<file path="src/hdl/sysctl_pkg.sv">
// constants and reset tables for the system-control register bank
package sysctl_pkg;

  localparam int ADDR_W = 8;
  localparam int IDX_W = 6;
  localparam int NUM_IDX = 64;

  // register indices; byte address is four times the index
  localparam logic [5:0] IDX_PROC_MODE_0 = 6'h04;
  localparam logic [5:0] IDX_PROC_MODE_1 = 6'h05;
  localparam logic [5:0] IDX_SYS_CLK_0 = 6'h06;
  localparam logic [5:0] IDX_SYS_CLK_1 = 6'h07;
  localparam logic [5:0] IDX_WRITE_PROTECT = 6'h0A;
  localparam logic [5:0] IDX_OSC_STOP = 6'h0C;
  localparam logic [5:0] IDX_WDOG_REFRESH = 6'h0D;
  localparam logic [5:0] IDX_WDOG_START = 6'h0E;
  localparam logic [5:0] IDX_WDOG_CONTROL = 6'h0F;
  localparam logic [5:0] IDX_ADDR_MATCH_0 = 6'h10;
  localparam logic [5:0] IDX_ADDR_MATCH_EN = 6'h13;
  localparam logic [5:0] IDX_ADDR_MATCH_1 = 6'h14;
  localparam logic [5:0] IDX_CSP = 6'h1C;
  localparam logic [5:0] IDX_FOSC_CTRL_0 = 6'h23;
  localparam logic [5:0] IDX_FOSC_TRIM = 6'h24;
  localparam logic [5:0] IDX_FOSC_CTRL_2 = 6'h25;
  localparam logic [5:0] IDX_VDET_1 = 6'h31;
  localparam logic [5:0] IDX_VDET_2 = 6'h32;
  localparam logic [5:0] IDX_VMON_1 = 6'h36;
  localparam logic [5:0] IDX_VMON_2 = 6'h37;

  // reset values
  localparam logic [7:0] RST_ZERO = 8'h00;
  localparam logic [7:0] RST_SYS_CLK_0 = 8'h68;
  localparam logic [7:0] RST_SYS_CLK_1 = 8'h20;
  localparam logic [7:0] RST_OSC_STOP = 8'h04;
  localparam logic [7:0] RST_WDOG_CONTROL = 8'h1F;
  localparam logic [7:0] RST_CSP_OPT_CLR = 8'h80;
  localparam logic [7:0] RST_VDET_1 = 8'h08;
  localparam logic [7:0] RST_VDET_2_ON = 8'h40;
  localparam logic [7:0] RST_VMON_1_ON = 8'h41;

  // bits held through software, watchdog and monitor-2 resets
  localparam logic [7:0] KEEP_VDET_1 = 8'hFF;
  localparam logic [7:0] KEEP_VDET_2 = 8'h80;
  localparam logic [7:0] KEEP_VMON_1 = 8'hBE;
  localparam logic [7:0] KEEP_VMON_2 = 8'h0C;

  function automatic logic is_stored(input logic [5:0] idx);
    case (idx)
      IDX_PROC_MODE_0, IDX_PROC_MODE_1, IDX_SYS_CLK_0, IDX_SYS_CLK_1,
      IDX_WRITE_PROTECT, IDX_OSC_STOP, IDX_WDOG_CONTROL,
      IDX_ADDR_MATCH_0, IDX_ADDR_MATCH_0 + 6'h01, IDX_ADDR_MATCH_0 + 6'h02,
      IDX_ADDR_MATCH_EN,
      IDX_ADDR_MATCH_1, IDX_ADDR_MATCH_1 + 6'h01, IDX_ADDR_MATCH_1 + 6'h02,
      IDX_CSP, IDX_FOSC_CTRL_0, IDX_FOSC_TRIM, IDX_FOSC_CTRL_2,
      IDX_VDET_1, IDX_VDET_2, IDX_VMON_1, IDX_VMON_2: return 1'b1;
      default: return 1'b0;
    endcase
  endfunction

  // value after a reset; full marks power-on or monitor-1 reset
  function automatic logic [7:0] rst_val(input logic [5:0] idx, input logic lvd_opt,
                                         input logic csp_opt, input logic full,
                                         input logic [7:0] trim);
    case (idx)
      IDX_SYS_CLK_0: return RST_SYS_CLK_0;
      IDX_SYS_CLK_1: return RST_SYS_CLK_1;
      IDX_OSC_STOP: return RST_OSC_STOP;
      IDX_WDOG_CONTROL: return RST_WDOG_CONTROL;
      IDX_CSP: return csp_opt ? RST_ZERO : RST_CSP_OPT_CLR;
      IDX_FOSC_TRIM: return trim;
      IDX_VDET_1: return RST_VDET_1;
      IDX_VDET_2: return (full || !lvd_opt) ? RST_VDET_2_ON : RST_ZERO;
      IDX_VMON_1: return (full || !lvd_opt) ? RST_VMON_1_ON : RST_ZERO;
      default: return RST_ZERO;
    endcase
  endfunction

  function automatic logic [7:0] keep_mask(input logic [5:0] idx);
    case (idx)
      IDX_VDET_1: return KEEP_VDET_1;
      IDX_VDET_2: return KEEP_VDET_2;
      IDX_VMON_1: return KEEP_VMON_1;
      IDX_VMON_2: return KEEP_VMON_2;
      default: return RST_ZERO;
    endcase
  endfunction

endpackage

</file>
<file path="src/hdl/system_control_register_bank.sv">
// system-control register bank behind an APB slave
`timescale 1ns/100ps
module system_control_register_bank (
  input wire logic pclk,
  input wire logic presetn,
  input wire logic ce,
  input wire logic psel,
  input wire logic penable,
  input wire logic pwrite,
  input wire logic [sysctl_pkg::ADDR_W-1:0] paddr,
  input wire logic [31:0] pwdata,
  input wire logic [3:0] pstrb,
  output logic [31:0] prdata,
  output logic pready,
  output logic pslverr,
  input wire logic sw_reset,
  input wire logic wdt_reset,
  input wire logic vm1_reset,
  input wire logic vm2_reset,
  input wire logic low_voltage_detect_option,
  input wire logic count_source_protect_initial,
  input wire logic [7:0] fast_osc_trim_factory,
  output logic [7:0] processor_mode_0,
  output logic [7:0] processor_mode_1,
  output logic [7:0] system_clock_control_0,
  output logic [7:0] system_clock_control_1,
  output logic [7:0] write_protect,
  output logic [7:0] oscillation_stop_detect,
  output logic [7:0] watchdog_control,
  output logic [23:0] address_match_0,
  output logic [7:0] address_match_enable,
  output logic [23:0] address_match_1,
  output logic [7:0] count_source_protect,
  output logic [7:0] fast_osc_control_0,
  output logic [7:0] fast_osc_trim,
  output logic [7:0] fast_osc_control_2,
  output logic [7:0] voltage_detect_1,
  output logic [7:0] voltage_detect_2,
  output logic [7:0] volt_monitor_1_control,
  output logic [7:0] volt_monitor_2_control,
  output logic watchdog_refresh_pulse,
  output logic watchdog_start_pulse
);

  // ----------------------------------------------------------------
  // reset sources
  // ----------------------------------------------------------------
  logic init_r;
  wire logic full_rst;
  wire logic part_rst;

  // options are only valid once the async reset is gone
  always_ff @(posedge pclk or negedge presetn) begin
    if (!presetn) begin
      init_r <= 1'b1;
    end else if (ce) begin
      init_r <= 1'b0;
    end
  end

  assign full_rst = init_r | vm1_reset;
  assign part_rst = sw_reset | wdt_reset | vm2_reset;

  // ----------------------------------------------------------------
  // apb decode
  // ----------------------------------------------------------------
  logic ready_r;
  logic err_r;
  logic [31:0] prdata_r;
  logic wd_refresh_r;
  logic wd_start_r;
  wire logic [sysctl_pkg::IDX_W-1:0] idx;
  wire logic stored_hit;
  wire logic wo_hit;
  wire logic mapped_hit;
  wire logic xfer_done;
  wire logic wr_en;
  wire logic [7:0] rd_byte;
  logic [7:0] reg_q [sysctl_pkg::NUM_IDX];

  assign idx = paddr[sysctl_pkg::ADDR_W-1:2];
  assign stored_hit = sysctl_pkg::is_stored(idx);
  assign wo_hit = (idx == sysctl_pkg::IDX_WDOG_REFRESH) ||
                  (idx == sysctl_pkg::IDX_WDOG_START);
  assign mapped_hit = stored_hit | wo_hit;
  assign xfer_done = psel & penable & ready_r & ce;
  assign wr_en = xfer_done & pwrite & pstrb[0] & mapped_hit & ~err_r;
  assign rd_byte = stored_hit ? reg_q[idx] : 8'h00;
  assign pready = penable & ready_r & ce;
  assign pslverr = err_r;
  assign prdata = prdata_r;

  // data and error are captured ahead of the access edge
  always_ff @(posedge pclk or negedge presetn) begin
    if (!presetn) begin
      ready_r <= 1'b0;
      err_r <= 1'b0;
      prdata_r <= 32'h0000_0000;
    end else if (ce) begin
      ready_r <= psel & ~(penable & ready_r);
      if (psel && !ready_r) begin
        err_r <= ~mapped_hit;
        prdata_r <= {24'h00_0000, pwrite ? 8'h00 : rd_byte};
      end
    end
  end

  // ----------------------------------------------------------------
  // watchdog write-only strobes
  // ----------------------------------------------------------------
  always_ff @(posedge pclk or negedge presetn) begin
    if (!presetn) begin
      wd_refresh_r <= 1'b0;
      wd_start_r <= 1'b0;
    end else if (ce) begin
      wd_refresh_r <= wr_en && (idx == sysctl_pkg::IDX_WDOG_REFRESH);
      wd_start_r <= wr_en && (idx == sysctl_pkg::IDX_WDOG_START);
    end
  end

  assign watchdog_refresh_pulse = wd_refresh_r;
  assign watchdog_start_pulse = wd_start_r;

  // ----------------------------------------------------------------
  // register storage
  // ----------------------------------------------------------------
  for (genvar i = 0; i < sysctl_pkg::NUM_IDX; i++) begin : g_reg
    localparam logic [5:0] I = 6'(i);
    if (sysctl_pkg::is_stored(I)) begin : g_stored
      localparam logic [7:0] POR_VAL = sysctl_pkg::rst_val(I, 1'b0, 1'b1, 1'b1, 8'h00);
      localparam logic [7:0] KEEP = sysctl_pkg::keep_mask(I);
      logic [7:0] val_r;
      wire logic [7:0] full_val;
      wire logic [7:0] part_val;
      wire logic [7:0] val_nxt;

      assign full_val = sysctl_pkg::rst_val(I, low_voltage_detect_option,
                                            count_source_protect_initial, 1'b1,
                                            fast_osc_trim_factory);
      assign part_val = (val_r & KEEP) |
                        (sysctl_pkg::rst_val(I, low_voltage_detect_option,
                                             count_source_protect_initial, 1'b0,
                                             fast_osc_trim_factory) & ~KEEP);
      assign val_nxt = full_rst ? full_val :
                       part_rst ? part_val :
                       (wr_en && idx == I) ? pwdata[7:0] : val_r;

      always_ff @(posedge pclk or negedge presetn) begin
        if (!presetn) begin
          val_r <= POR_VAL;
        end else if (ce) begin
          val_r <= val_nxt;
        end
      end

      assign reg_q[i] = val_r;
    end else begin : g_empty
      assign reg_q[i] = 8'h00;
    end
  end

  // ----------------------------------------------------------------
  // register outputs
  // ----------------------------------------------------------------
  assign processor_mode_0 = reg_q[sysctl_pkg::IDX_PROC_MODE_0];
  assign processor_mode_1 = reg_q[sysctl_pkg::IDX_PROC_MODE_1];
  assign system_clock_control_0 = reg_q[sysctl_pkg::IDX_SYS_CLK_0];
  assign system_clock_control_1 = reg_q[sysctl_pkg::IDX_SYS_CLK_1];
  assign write_protect = reg_q[sysctl_pkg::IDX_WRITE_PROTECT];
  assign oscillation_stop_detect = reg_q[sysctl_pkg::IDX_OSC_STOP];
  assign watchdog_control = reg_q[sysctl_pkg::IDX_WDOG_CONTROL];
  assign address_match_0 = {reg_q[sysctl_pkg::IDX_ADDR_MATCH_0 + 6'h02],
                            reg_q[sysctl_pkg::IDX_ADDR_MATCH_0 + 6'h01],
                            reg_q[sysctl_pkg::IDX_ADDR_MATCH_0]};
  assign address_match_enable = reg_q[sysctl_pkg::IDX_ADDR_MATCH_EN];
  assign address_match_1 = {reg_q[sysctl_pkg::IDX_ADDR_MATCH_1 + 6'h02],
                            reg_q[sysctl_pkg::IDX_ADDR_MATCH_1 + 6'h01],
                            reg_q[sysctl_pkg::IDX_ADDR_MATCH_1]};
  assign count_source_protect = reg_q[sysctl_pkg::IDX_CSP];
  assign fast_osc_control_0 = reg_q[sysctl_pkg::IDX_FOSC_CTRL_0];
  assign fast_osc_trim = reg_q[sysctl_pkg::IDX_FOSC_TRIM];
  assign fast_osc_control_2 = reg_q[sysctl_pkg::IDX_FOSC_CTRL_2];
  assign voltage_detect_1 = reg_q[sysctl_pkg::IDX_VDET_1];
  assign voltage_detect_2 = reg_q[sysctl_pkg::IDX_VDET_2];
  assign volt_monitor_1_control = reg_q[sysctl_pkg::IDX_VMON_1];
  assign volt_monitor_2_control = reg_q[sysctl_pkg::IDX_VMON_2];

endmodule // system_control_register_bank

</file>
<file path="config.mk">
export PLATFORM = sky130hd
export DESIGN_NAME = system_control_register_bank
export DESIGN_NICKNAME = d
export VERILOG_FILES = /design/src/hdl/sysctl_pkg.sv /design/src/hdl/system_control_register_bank.sv
export SDC_FILE = /design/constraint.sdc
export NUM_CORES = 1
export LEC_CHECK = 0
export BUFFER_PORTS_ARGS = -buffer_cell sky130_fd_sc_hd__buf_2
export CORE_MARGIN = 5
export CORE_UTILIZATION = 50
export DETAILED_ROUTE_END_ITERATION = 6
export PLACE_DENSITY_LB_ADDON = 0.2
export SLEW_MARGIN = 25
export SYNTH_ARGS = -nofsm -noshare
export SYNTH_HDL_FRONTEND = slang
export SYNTH_SLANG_ARGS = --single-unit
export TNS_END_PERCENT = 30
</file>
<file path="constraint.sdc">
create_clock -name pclk -period 3.7 [get_ports pclk]
set_input_delay 0 -clock pclk [delete_from_list [all_inputs] [get_ports pclk]]
set_output_delay 0 -clock pclk [all_outputs]
set_load 0.01 [all_outputs]
</file>
==> results.md <==
* Run status: complete, no violations
* 1st-pass router iterations at 5
* Yosys reg bits at 189
* IR Drop Worst-Case VDD at 0.321 mV
* Layout cells sized above 1 at 30.6%
* Clk_skew at 0.00749 ns
* Worst path cell trace: nand4b_1 > nor2_4 > nand4_1 > nor2_1 > a222oi_1 > dlygate4sd3_1
* Initial antenna violation count at 1
* Core area at 19500 sq um
* CP endpoint kind: flop
* Final Hold Fails at 0
* Tot GR Track Use at 30.1%
* Resized cells post-CTS at 0
* Most flops, register: g.g_stored.val_r
* Routed Antenna Nets at 0
* Final period utilization at 79.6%
* Via density at just over 6
* Dpl ws at 1.01 ns
* Synth top area share at 43.7%
* Critical Path AT at 3.26 ns
* Layout Utilization at 60.9%
* Pleak at 5.97 nW
* Area Growth Syn to Fin at 19.3%
* Setup crit start kind: flop
* Hold WS at 0.0138 ns
* Vias in the first global route at 8195
* CTS buffer count at 17
* Port bufs at 222
* CTS Root Cell: clkbuf_16
* Crit path buf inv count at 1
* Row cnt at slightly above 50
* Final min period at 2.95 ns
* Fmax at around 0.34 GHz
* Crit Path Max Fanout at 15
* Routed WL at about 34 mm
* Largest buffer count on any clock path at 2
* # nets final at 1187
* I/O pins at 276
* Synth cell types at 73
* Die Y at around 150 um
* Congestion Overflow GR at 0
* Worst-Skew Late Latency at 0.44 ns
* Die area at 22800 sq um
* Post-synth ARST share at 100%
* Commonest cells after routing, fill and taps aside: 221 x buf_2, 174 x dfrtp_1, 102 x nand2_1
* DIE WIDTH at 151 um
* Post-CTS Hold Fix Bufs at 21
* Worst min path class: in2reg
* Slew @ Worst Pin at 0.978 ns
* Synthesized area at 9960 sq um
* Main synth FF type: dfrtp_1
* Register area share after synthesis at between 40 and 50%
* Maximum number of pins on one net before global-route repair at 81
* Drc violations at 0
* Routability Congestion at 0.953
* Synth top area cells: dfrtp_1 44%, mux2i_1 9.2%, a22o_1 4.5%, dfstp_2 4.0%, nand2_1 3.9%
* Clock-pin transition on the worst setup and hold timing paths at 0.07 ns
* Synth area leader: dfrtp_1
* Largest stage delay, worst path at about 0.60 ns
* Hpwl dp at 24.6 mm
* Top delay family on crit path: simple AND/OR/NAND/NOR gates
* Max_cap viols at 0
* Initial DRC count at approximately 840
* Pwr/cell area at 375 nW/um^2
* RSZ-0062 raised after global routing: no
* Initial Utilization at approximately half
* Total Power at about 4.5 mW
* Worst slew margin at 34.6%
* PnR worst setup slack at 0.753 ns
* Number of flops mapped to enable cells by yosys at 0
* Post-CTS setup buffer count at 0
* WL/cell at 24.6 um
* Clk sinks at 189
* Flip-flop count of the largest register after layout at 48
* CTS H-tree lvls at 4
* Mapped Cells at 923
* Slew Limit Fails at 0
* Commonest non-fill, non-tap cell in the layout: buf_2
* Via count at 8565
* First-pass GRT wire length at just over 50 mm
* Type of the worst setup path: reg2reg
* Setup Viol. Count Final at 0
* CTS tree: yes
* Syn avg cell area at 10.8 sq um
* TNS Setup at 0 ns
* Worst Path Required at 4.02 ns
* Synth warn at 0
* Slowest CP cell: dlygate4sd3_1
path summary, 6_finish.rpt:
kind                                startpoint                                 endpoint  slack, ns  depth (start not counted)
setup / recovery           pslverr$_DFFE_PN0P_      count_source_protect[7]$_DFFE_PN0P_       0.75                          6
hold / removal                       vm1_reset          voltage_detect_1[3]$_DFFE_PN1P_       0.01                          4
setup reg to reg           pslverr$_DFFE_PN0P_      count_source_protect[7]$_DFFE_PN0P_       0.75                          6
hold reg to reg             init_r$_DFFE_PN1P_                       init_r$_DFFE_PN1P_       0.49                          1
max in group asynchronous              presetn          watchdog_control[1]$_DFFE_PN1P_       2.53                          3
min in group asynchronous              presetn  g_reg[18].g_stored.val_r[4]$_DFFE_PN0P_       0.18                          2
where the power goes:
part	switching (mW)	total [mW]	internal [mW]
sequential	0.0174	2.10	2.09
clock	0.806	1.93	1.12
combinational	0.304	0.427	0.123
total	1.13	4.46	3.33
area by class of cell:
cell class                 instances  area (sq um)
fill                            1660          7640
sequential                       189          4750
multi-input combinational        645          4710
timing repair buffer             258          1450
clock buffer                      22           474
tap                              265           332
clock inverter                     9           134
inverter                           8          30.0
antenna                            1          2.50
worst register-to-register path: stages, from the launching register on:
cell	delay (ns)
dfrtp_1	0.38
nand4b_1	0.40
nor2_4	0.53
nand4_1	0.26
nor2_1	0.53
a222oi_1	0.14
dlygate4sd3_1	0.60
through the flow:
step,instances,area [sq um]
3_3_place_gp,1344,11100
6_report,1397,11900
5_1_grt,1397,11900
2_1_floorplan,946,10000
3_5_place_dp,1344,11100
4_1_cts,1396,11900
cells by family after synthesis:
logic type,synth area share (%)
XOR/XNOR,0.0880
other,0.0377
flip-flops,47.7
AO/OA/AOI/OAI,15.8
multiplexers,13.3
buffers and inverters,5.98
adder cells (fa/ha/maj),0.503
AND/OR/NAND/NOR,16.6
per-layer routing:
layer | up-vias | part of all wire (%) | GRT usage, %
met5 | - | 0 | 0
met4 | 0 | 2.8 | 10.1
met3 | 60 | 9.8 | 6.70
met2 | 462 | 46 | 46.3
met1 | 4293 | 41 | 42.6
li1 | 3750 | - | -
cells in the mapped netlist (all sizes together) (3+ instances only):
library cell	n
nor2b	7
or2	3
mux2	4
nand3	58
a31oi	9
and3b	3
buf	60
and3	12
inv	8
dfrtp	174
and2	15
a211oi	8
a32oi	3
o2bb2ai	14
mux4	16
ha	4
a22o	51
and4	4
or3	3
clkbuf	44
nor3b	10
o221a	12
mux2i	92
a22oi	23
dfstp	15
a21oi	3
o22a	3
nand4	16
o21ai	71
nor2	36
nand2	103
nor3	12
nand2b	4
Power figures use the tool's default switching activity.
